===== src/common/cursor_params.svh =====
// Constants for the hardware pointer overlay.
// Assumes inclusion by bare name from the design files.
`ifndef CURSOR_PARAMS_SVH
`define CURSOR_PARAMS_SVH

// ==========================================================
// Sequencer index decode
`define CUR_IDX_POS_MASK 5'h1f
`define CUR_IDX_X_LOW 5'h10
`define CUR_IDX_Y_LOW 5'h11
`define CUR_IDX_ATTR 8'h12
`define CUR_IDX_OFFSET 8'h13
`define CUR_ATTR_ENABLE_BIT 0

// ==========================================================
// Geometry and fetch address layout
`define CUR_SIZE 11'h020
`define CUR_ADDR_TOP 4'hf
`define CUR_ADDR_GAP 2'h0

// ==========================================================
// Pixel codes {opaque, invert} and palette slots
`define CUR_CODE_TRANSP 2'h0
`define CUR_CODE_INVERT 2'h1
`define CUR_CODE_COLOR0 2'h2
`define CUR_CODE_COLOR1 2'h3
`define CUR_COLOR0_INDEX 9'h100
`define CUR_COLOR1_INDEX 9'h101

`endif


===== src/common/cursor_pkg.sv =====
// Types for the hardware pointer overlay.
// Assumes nothing beyond a SystemVerilog compiler.
package cursor_pkg;

	// ==========================================================
	// Fetch sequencer
	typedef enum logic [2:0] {
		F_IDLE = 3'b001,
		F_P0 = 3'b010,
		F_P1 = 3'b100
	} fetch_state_t;

	// ==========================================================
	// Whole state of the overlay apart from the line store bytes
	typedef struct packed {
		logic enable;
		logic [10:0] x_shadow;
		logic [10:0] y_shadow;
		logic [10:0] x_live;
		logic [10:0] y_live;
		logic pend;
		logic [5:0] offset;
		logic vsync_q;
		fetch_state_t fst;
		logic line_valid;
		logic req;
		logic [17:0] addr;
		logic s1_hit;
		logic [2:0] s1_bit;
		logic [7:0] s1_video;
		logic [8:0] out_index;
	} ovl_state_t;

endpackage


===== src/common/cursor_store_if.sv =====
// Link between the overlay and its line store.
// Assumes both ends run on the same clock.
interface cursor_store_if;
	logic wr;
	logic wplane;
	logic [31:0] wdata;
	logic [1:0] raddr;
	logic [15:0] rdata;

	modport writer (output wr, output wplane, output wdata, output raddr,
		input rdata);
	modport store (input wr, input wplane, input wdata, input raddr,
		output rdata);
endinterface


===== src/logic/cursor_line_store.sv =====
// Holds one cursor scanline: one byte per map for each plane.
// Assumes the overlay writes only during blanking.
module cursor_line_store (
	input wire logic clock,
	input wire logic reset_n,
	input wire logic clk_en,
	cursor_store_if.store port
);
	logic [7:0] plane0 [4];
	logic [7:0] plane1 [4];
	logic [15:0] rdata;

	// ==========================================================
	// Per-map byte lanes
	for (genvar m = 0; m < 4; m++) begin : g_map
		always_ff @(posedge clock) begin
			if (!reset_n) begin
				plane0[m] <= 8'h00;
				plane1[m] <= 8'h00;
			end else if (clk_en && port.wr) begin
				if (port.wplane)
					plane1[m] <= port.wdata[8*m +: 8];
				else
					plane0[m] <= port.wdata[8*m +: 8];
			end
		end
	end

	// ==========================================================
	// Registered read
	always_ff @(posedge clock) begin
		if (!reset_n)
			rdata <= 16'h0000;
		else if (clk_en)
			rdata <= {plane1[port.raddr], plane0[port.raddr]};
	end

	assign port.rdata = rdata;
endmodule


===== src/logic/hardware_cursor_overlay.sv =====
// Two-plane 32x32 pointer overlay on the final video pixel stream.
// Assumes timing inputs, register writes and memory answers all come
// from logic on the same dot clock.
//
// Contract
// - Overlay works in 16-colour planar and 256-colour packed modes.
// - Pointer is 32x32 pixels; plane 0 inverts, plane 1 is opaque.
// - Code 00 transparent, 01 inverted, 10 colour 0, 11 colour 1.
// - Inversion acts on screen data after every other transformation.
// - Cursor colours come from two extra palette entries.
// - Position is the upper-left corner in active-area pixels/scanlines.
// - New position takes effect at vsync after the Y register write.
// - Position zero is the first pixel of the top active scanline.
// - Pattern data lives in the top 16K of display memory.
// - Pattern offset register picks one of 64 256-byte patterns.
// - Per map, bytes 0-31 plane 0, bytes 128-159 plane 1.
// - Map 0 byte is shown first; bit 7 is the leftmost pixel.
// - Cursor fetch takes the refresh slot on cursor lines.
// - Each line fetch is two reads, plane 0 then plane 1, all maps.
// - Fetch address: 17:14 ones, 13:8 offset, bit 7 plane select.
// - Cursor is off after reset; attribute bit 0 enables it.
`include "cursor_params.svh"

module hardware_cursor_overlay
	import cursor_pkg::*;
(
	input wire logic clock,
	input wire logic reset_n,
	input wire logic clk_en,
	input wire logic reg_wr,
	input wire logic [7:0] reg_index,
	input wire logic [7:0] reg_wdata,
	input wire logic vsync,
	input wire logic active,
	input wire logic [10:0] pix_x,
	input wire logic [10:0] pix_y,
	input wire logic [7:0] video_in,
	input wire logic refresh_slot,
	input wire logic [10:0] next_line,
	output logic refresh_skip,
	output logic mem_req,
	output logic [17:0] mem_addr,
	input wire logic mem_ack,
	input wire logic [31:0] mem_rdata,
	output logic [8:0] dac_index
);
	ovl_state_t st;
	ovl_state_t next_st;
	logic vsync_rise;
	logic line_hit;
	logic [10:0] row_full;
	logic [10:0] col_full;
	logic pix_hit;
	logic [1:0] code;
	logic [2:0] bit_pos;

	cursor_store_if store_bus ();

	cursor_line_store u_store (
		.clock(clock),
		.reset_n(reset_n),
		.clk_en(clk_en),
		.port(store_bus)
	);

	// ==========================================================
	// Window decode
	always_comb begin
		vsync_rise = vsync && !st.vsync_q;
		row_full = next_line - st.y_live;
		line_hit = st.enable && (next_line >= st.y_live) &&
			(row_full < `CUR_SIZE);
		col_full = pix_x - st.x_live;
		pix_hit = st.enable && st.line_valid && active &&
			(pix_x >= st.x_live) && (col_full < `CUR_SIZE);
		bit_pos = 3'h7 - st.s1_bit;
		code = {store_bus.rdata[8 + bit_pos],
			store_bus.rdata[bit_pos]};
	end

	// ==========================================================
	// Refresh slot steal and store link
	always_comb begin
		refresh_skip = refresh_slot && line_hit &&
			(st.fst == F_IDLE);
		store_bus.wr = mem_ack && (st.fst != F_IDLE);
		store_bus.wplane = (st.fst == F_P1);
		store_bus.wdata = mem_rdata;
		store_bus.raddr = col_full[4:3];
	end

	// ==========================================================
	// Next state
	always_comb begin
		next_st = st;
		next_st.vsync_q = vsync;
		// A Y write in the vsync cycle stays pending for the next vsync
		if (vsync_rise && st.pend) begin
			next_st.x_live = st.x_shadow;
			next_st.y_live = st.y_shadow;
			next_st.pend = 1'b0;
		end
		if (reg_wr) begin
			if (reg_index[4:0] == `CUR_IDX_X_LOW)
				next_st.x_shadow = {reg_index[7:5], reg_wdata};
			if (reg_index[4:0] == `CUR_IDX_Y_LOW) begin
				next_st.y_shadow = {reg_index[7:5], reg_wdata};
				next_st.pend = 1'b1;
			end
			if (reg_index == `CUR_IDX_ATTR)
				next_st.enable = reg_wdata[`CUR_ATTR_ENABLE_BIT];
			if (reg_index == `CUR_IDX_OFFSET)
				next_st.offset = reg_wdata[5:0];
		end
		case (st.fst)
			F_IDLE: begin
				if (refresh_slot) begin
					next_st.line_valid = 1'b0;
					if (line_hit) begin
						next_st.fst = F_P0;
						next_st.req = 1'b1;
						next_st.addr = {`CUR_ADDR_TOP, st.offset, 1'b0,
							`CUR_ADDR_GAP, row_full[4:0]};
					end
				end
			end
			F_P0: begin
				if (mem_ack) begin
					next_st.fst = F_P1;
					next_st.addr[7] = 1'b1;
				end
			end
			F_P1: begin
				if (mem_ack) begin
					next_st.fst = F_IDLE;
					next_st.req = 1'b0;
					next_st.line_valid = 1'b1;
				end
			end
			default: begin
				next_st.fst = F_IDLE;
				next_st.req = 1'b0;
			end
		endcase
		// Pixel pipeline: stage 1 aligns with the store read
		next_st.s1_hit = pix_hit;
		next_st.s1_bit = col_full[2:0];
		next_st.s1_video = video_in;
		if (!st.s1_hit)
			next_st.out_index = {1'b0, st.s1_video};
		else begin
			case (code)
				`CUR_CODE_TRANSP: next_st.out_index = {1'b0, st.s1_video};
				`CUR_CODE_INVERT: next_st.out_index = {1'b0, ~st.s1_video};
				`CUR_CODE_COLOR0: next_st.out_index = `CUR_COLOR0_INDEX;
				`CUR_CODE_COLOR1: next_st.out_index = `CUR_COLOR1_INDEX;
				default: next_st.out_index = {1'b0, st.s1_video};
			endcase
		end
	end

	// ==========================================================
	// State register
	always_ff @(posedge clock) begin
		if (!reset_n) begin
			st <= '0;
			st.fst <= F_IDLE;
		end else if (clk_en) begin
			st <= next_st;
		end
	end

	assign mem_req = st.req;
	assign mem_addr = st.addr;
	assign dac_index = st.out_index;

	// ==========================================================
	// Checks
	property p_transparent;
		@(posedge clock) disable iff (!reset_n)
		clk_en && (!st.s1_hit || code == `CUR_CODE_TRANSP) |=>
			dac_index == {1'b0, $past(st.s1_video)};
	endproperty
	a_transparent: assert property (p_transparent)
		else $error("screen pixel not passed through");

	property p_invert;
		@(posedge clock) disable iff (!reset_n)
		clk_en && st.s1_hit && code == `CUR_CODE_INVERT |=>
			dac_index == {1'b0, ~$past(st.s1_video)};
	endproperty
	a_invert: assert property (p_invert)
		else $error("inverted pixel wrong");

	property p_color0;
		@(posedge clock) disable iff (!reset_n)
		clk_en && st.s1_hit && code == `CUR_CODE_COLOR0 |=>
			dac_index == `CUR_COLOR0_INDEX;
	endproperty
	a_color0: assert property (p_color0)
		else $error("cursor colour 0 entry not selected");

	property p_color1;
		@(posedge clock) disable iff (!reset_n)
		clk_en && st.s1_hit && code == `CUR_CODE_COLOR1 |=>
			dac_index == `CUR_COLOR1_INDEX;
	endproperty
	a_color1: assert property (p_color1)
		else $error("cursor colour 1 entry not selected");

	property p_addr;
		@(posedge clock) disable iff (!reset_n)
		mem_req |-> mem_addr[17:14] == `CUR_ADDR_TOP &&
			mem_addr[7] == (st.fst == F_P1);
	endproperty
	a_addr: assert property (p_addr)
		else $error("fetch address layout wrong");

	property p_two_reads;
		@(posedge clock) disable iff (!reset_n)
		clk_en && st.fst == F_P0 && mem_ack |=>
			st.fst == F_P1 && mem_req;
	endproperty
	a_two_reads: assert property (p_two_reads)
		else $error("plane 1 read did not follow plane 0");

	property p_hold_pos;
		@(posedge clock) disable iff (!reset_n)
		clk_en && !vsync_rise |=> $stable(st.y_live) && $stable(st.x_live);
	endproperty
	a_hold_pos: assert property (p_hold_pos)
		else $error("position changed outside vsync");

	property p_attr;
		@(posedge clock) disable iff (!reset_n)
		clk_en && reg_wr && reg_index == `CUR_IDX_ATTR |=>
			st.enable == $past(reg_wdata[`CUR_ATTR_ENABLE_BIT]);
	endproperty
	a_attr: assert property (p_attr)
		else $error("enable bit not taken");

	property p_refresh;
		@(posedge clock) disable iff (!reset_n)
		refresh_skip |-> refresh_slot && st.enable && !st.req;
	endproperty
	a_refresh: assert property (p_refresh)
		else $error("refresh slot taken without cause");

	// ==========================================================
	// Fetch sequencing, disable and position update checks
	property p_req_hold;
		@(posedge clock) disable iff (!reset_n)
		clk_en && mem_req && !mem_ack |=>
			mem_req && $stable(mem_addr);
	endproperty
	a_req_hold: assert property (p_req_hold)
		else $error("read request dropped or moved before its answer");

	property p_fetch_addr;
		@(posedge clock) disable iff (!reset_n)
		clk_en && refresh_skip |=> mem_req && !mem_addr[7] &&
			mem_addr[13:8] == $past(st.offset) &&
			mem_addr[6:5] == `CUR_ADDR_GAP &&
			mem_addr[4:0] == $past(row_full[4:0]);
	endproperty
	a_fetch_addr: assert property (p_fetch_addr)
		else $error("first read of a line has wrong pattern or row");

	property p_line_done;
		@(posedge clock) disable iff (!reset_n)
		clk_en && st.fst == F_P1 && mem_ack |=>
			st.fst == F_IDLE && st.line_valid && !mem_req;
	endproperty
	a_line_done: assert property (p_line_done)
		else $error("line not ready after plane 1 read");

	property p_slot_clear;
		@(posedge clock) disable iff (!reset_n)
		clk_en && refresh_slot && st.fst == F_IDLE |=> !st.line_valid;
	endproperty
	a_slot_clear: assert property (p_slot_clear)
		else $error("stale cursor line kept across a refresh slot");

	property p_off_pass;
		@(posedge clock) disable iff (!reset_n)
		clk_en && !st.enable |=> !st.s1_hit;
	endproperty
	a_off_pass: assert property (p_off_pass)
		else $error("cursor pixel used while disabled");

	property p_pend;
		@(posedge clock) disable iff (!reset_n)
		clk_en && reg_wr && reg_index[4:0] == `CUR_IDX_Y_LOW |=>
			st.pend;
	endproperty
	a_pend: assert property (p_pend)
		else $error("Y write did not arm the position update");

	property p_apply;
		@(posedge clock) disable iff (!reset_n)
		clk_en && vsync_rise && st.pend |=>
			st.x_live == $past(st.x_shadow) &&
			st.y_live == $past(st.y_shadow);
	endproperty
	a_apply: assert property (p_apply)
		else $error("pending position not applied at vsync");
endmodule


===== config.mk =====
export PLATFORM = sky130hd
export DESIGN_NAME = hardware_cursor_overlay
export DESIGN_NICKNAME = d
export VERILOG_FILES = /design/src/common/cursor_pkg.sv /design/src/common/cursor_store_if.sv /design/src/logic/cursor_line_store.sv /design/src/logic/hardware_cursor_overlay.sv
export VERILOG_INCLUDE_DIRS = /design/src /design/src/common
export SDC_FILE = /design/constraint.sdc
export NUM_CORES = 1
export LEC_CHECK = 0
export BUFFER_PORTS_ARGS = -buffer_cell sky130_fd_sc_hd__buf_2
export CAP_MARGIN = 20
export CORE_MARGIN = 1.5
export CORE_UTILIZATION = 40
export CTS_BUF_LIST = sky130_fd_sc_hd__clkbuf_16
export CTS_CLUSTER_SIZE = 24
export DETAILED_ROUTE_END_ITERATION = 7
export PLACE_DENSITY = 0.59
export SYNTH_ARGS = -nofsm -noshare
export SYNTH_HDL_FRONTEND = slang
export SYNTH_SLANG_ARGS = --single-unit

===== constraint.sdc =====
create_clock -name clock -period 5.7 [get_ports clock]
set_input_delay 0.57 -clock clock [delete_from_list [all_inputs] [get_ports clock]]
set_output_delay 0.57 -clock clock [all_outputs]
set_load 0.03 [all_outputs]

==> metrics.md <==
| Metric | Value |
|---|---|
| Status | `completed` |
| Crit path required time | `about 5 ns` |
| Flop pwr share | `a little under 50%` |
| Reg2reg setup slack | `2.58 ns` |
| Sequential cell area | `4080 um^2` |
| TritonCTS buffer count | `17` |
| Root Buffer | `clkbuf_16` |
| Met3 Wirelength | `704 um` |
| Initial Utilization | `around 41%` |
| Slew Viols, Final | `0` |
| Synthesis warning total | `0` |
| Final worst path period share | `66.3%` |
| FF-to-FF Start | `st[52]` |
| Hold Path Stages | `3` |
| Number of flops mapped to enable cells by yosys | `64` |
| Final hold vios | `0` |
| Hold endpoint | `st[12]` |
| Clock power frac | `41.8%` |
| CP arrival | `~3.2 ns` |
| Most frequent cell after synthesis | `dfxtp_1` |
| Detail Route Antenna Nets | `0` |
| Internal Power | `1.99 mW` |
| Overflow after GRT | `0` |
| Startpoint Class | `flop` |
| R2R cell count | `10` |
| Initial DRT Pass Iterations | `6` |
| Top layer used by detailed routing | `met4` |
| RSZ-0062 raised after global routing | `no` |
| First-pass GRT wire length | `28500 um` |
| Vias after detailed routing | `5748` |
| DRC | `0` |
| CP Capture Type | `primary output` |
| Tightest Pin Transition | `0.939 ns` |
| Hold Buf Count CTS | `0` |
| Clk Latency, worst-skew pair | `0.43 ns` |
| Sw Share | `25.8%` |
| Slew margin rel. | `37.3%` |
| Max-cap viol count | `0` |
| Die area | `~21000 um^2` |
| # setup viols final | `0` |
| Dominant synthesized flop cell | `dfxtp_1` |
| Final GP Congestion | `around 0.75` |
| Yosys reg bits | `172` |
| Pwr/cell area | `285 nW/um^2` |
| CTS tree | `done` |
| Setup_tns | `0 ns` |
| Antenna cells | `0` |
| Min Tclk post-route | `3.78 ns` |
| Dpl hpwl | `12000 um` |
| Tot GR Track Use | `16.8%` |
| CTS sink cnt | `approximately 170` |
| IO buf count | `112` |
| Pin count of the biggest net entering global routing | `87` |
| Die span in x | `roughly 150 um` |
| H-tree depth | `4` |
| Post-CTS Resized | `0` |
| CTS Buffer Depth | `2` |
| Mapped Cells | `788` |
| Vias in the first global route | `5527` |
| CP max FO | `14` |
| Hold crit path type | `primary input to flop` |
| R2r endpoint | `mem_addr[0]` |
| Setup repair bufs after CTS | `0` |
| Top cells by count, synth | `dfxtp_1 (108), nor2_1 (81), mux2i_1 (65), nand2_1 (65), edfxtp_1 (64)` |
| Core area | `20200 um^2` |
| CP Class | `flop to primary output` |
| Via-to-Cell Ratio | `between 5 and 6` |
| Beginning of the worst hold path | `video_in[3]` |
| Area delta synth->final | `14.6%` |
| Drt wl/cell | `15.3 um` |
| Skew final | `between 0.01 and 0.015 ns` |
| Post-synth top area share | `about a quarter` |
| Maximum clock rate | `0.265 GHz` |
| Largest area contributor in the netlist | `dfxtp_1` |
| Fillers | `1930` |
| Die H | `146 um` |
| Fin util | `46.6%` |
| Routed WL | `17600 um` |
| Nets | `slightly below 1000` |
| Leakage | `3.95 nW` |
| VDD IR max | `0.200 mV` |
| Initial antenna violation count | `0` |
| Post-synthesis sequential area ratio | `between 40% and 50%` |
| Ys async rst share | `0%` |
| Syn avg cell area | `10.5 um^2` |
| Synth top area cells | `dfxtp_1 (26%), edfxtp_1 (23%), mux2i_1 (7.9%)` |
| Met2 WL | `8040 um` |
| Reg clk slew, reported paths | `0.08 ns` |
| Yosys cell types | `63` |
| Met1 Wirelength | `8650 um` |
| P_sw | `roughly 0.69 mW` |
| First DRT Iteration DRCs | `268` |
| Multi-input logic area | `3660 um^2` |
| IO Pins | `126` |
| Share of cells above drive strength 1 | `21.1%` |
| Cell Area, Synth | `between 8000 and 9000 um^2` |
| Row cnt | `52` |
| Gate power share | `9.1%` |
## critical path, stage by stage (launching register included)
cell      delay, ns
dfxtp_1        0.36
ha_1           0.17
inv_1          0.05
fa_1           0.40
a21o_1         0.22
a311o_1        0.39
a221oi_2       0.28
o221ai_2       0.18
nor4_4         0.14
buf_4          0.23
and3_1         0.18
buf_2          0.19
## routing by layer
metal	vias to the layer above	GRT usage [%]
met1	2689	23.7
met2	124	26.4
met3	11	3.16
met5	-	0
met4	0	5.00
li1	2924	-
## power by group through the flow
stage               registers, mW  clock network, mW  logic, mW
global route                 1.32               1.20      0.269
CTS                          1.32               1.15      0.248
global placement             1.35                  0      0.245
floorplan                    1.34                  0      0.173
detailed placement           1.35                  0      0.247
finish                       1.32               1.12      0.244
## registers in the layout, summed over array words and instances, names as in the netlist
register	count
mem_addr	13
u_store.plane1	32
u_store.port.rdata	16
dac_index	9
u_store.plane0	32
st	69
mem_req	1
## metrics by stage
stage	worst slack [ns]	power [mW]	cell area (um^2)	hold slack [ns]	cells
detailed placement	1.98	1.59	8870	0.446	1114
floorplan	2.15	1.52	8240	0.431	789
global placement	2.01	1.59	8860	0.440	1113
CTS	1.88	2.72	9440	0.360	1146
finish	1.92	2.69	9440	0.380	1146
global route	1.76	2.79	9440	0.383	1146
## logic make-up (layout without fill, tap and decap cells)
family | after synthesis | after routing | share of synthesized area [%]
muxes | 87 | 87 | 13.8
other | 1 | 2 | 0.0455
buffers and inverters | 105 | 192 | 6.24
DFF | 172 | 172 | 49.6
and+or+nand+nor | 269 | 269 | 16.2
xor gates and xnor gates | 8 | 8 | 0.851
AOI/OAI and AO/OA | 122 | 122 | 9.48
adders and majority gates | 24 | 24 | 3.83
## worst max path at each step
stage / start / cells after the start / endpoint
floorplan: next_line[0] / 11 / refresh_skip
global placement: next_line[0] / 13 / refresh_skip
detailed placement: next_line[0] / 13 / refresh_skip
CTS: st[52] / 11 / refresh_skip
global route: st[52] / 11 / refresh_skip
finish: st[52] / 11 / refresh_skip
## layout make-up
| cell class | instances | share of cell area, % |
|---|---|---|
| clock buffers | 17 | 4.51 |
| clock inverters | 15 | 1.47 |
| inverters | 37 | 1.49 |
| multi-input cells | 512 | 38.8 |
| flip-flops and latches | 172 | 43.3 |
| well taps | 270 | 3.58 |
| repair buffers | 123 | 6.86 |
## placed cells by master (no fill, tap or decap), types with 16 or more instances in the layout
cell and instances:
mux4_2 17, inv_1 37, mux2i_1 65, nor2_1 80, ha_1 22, and3_1 36, buf_2 112, clkbuf_16 17
and2_1 34, a211oi_1 16, a21oi_1 50, dfxtp_1 108, nand2_1 65, edfxtp_1 64
(Power assumes the default switching activity.)
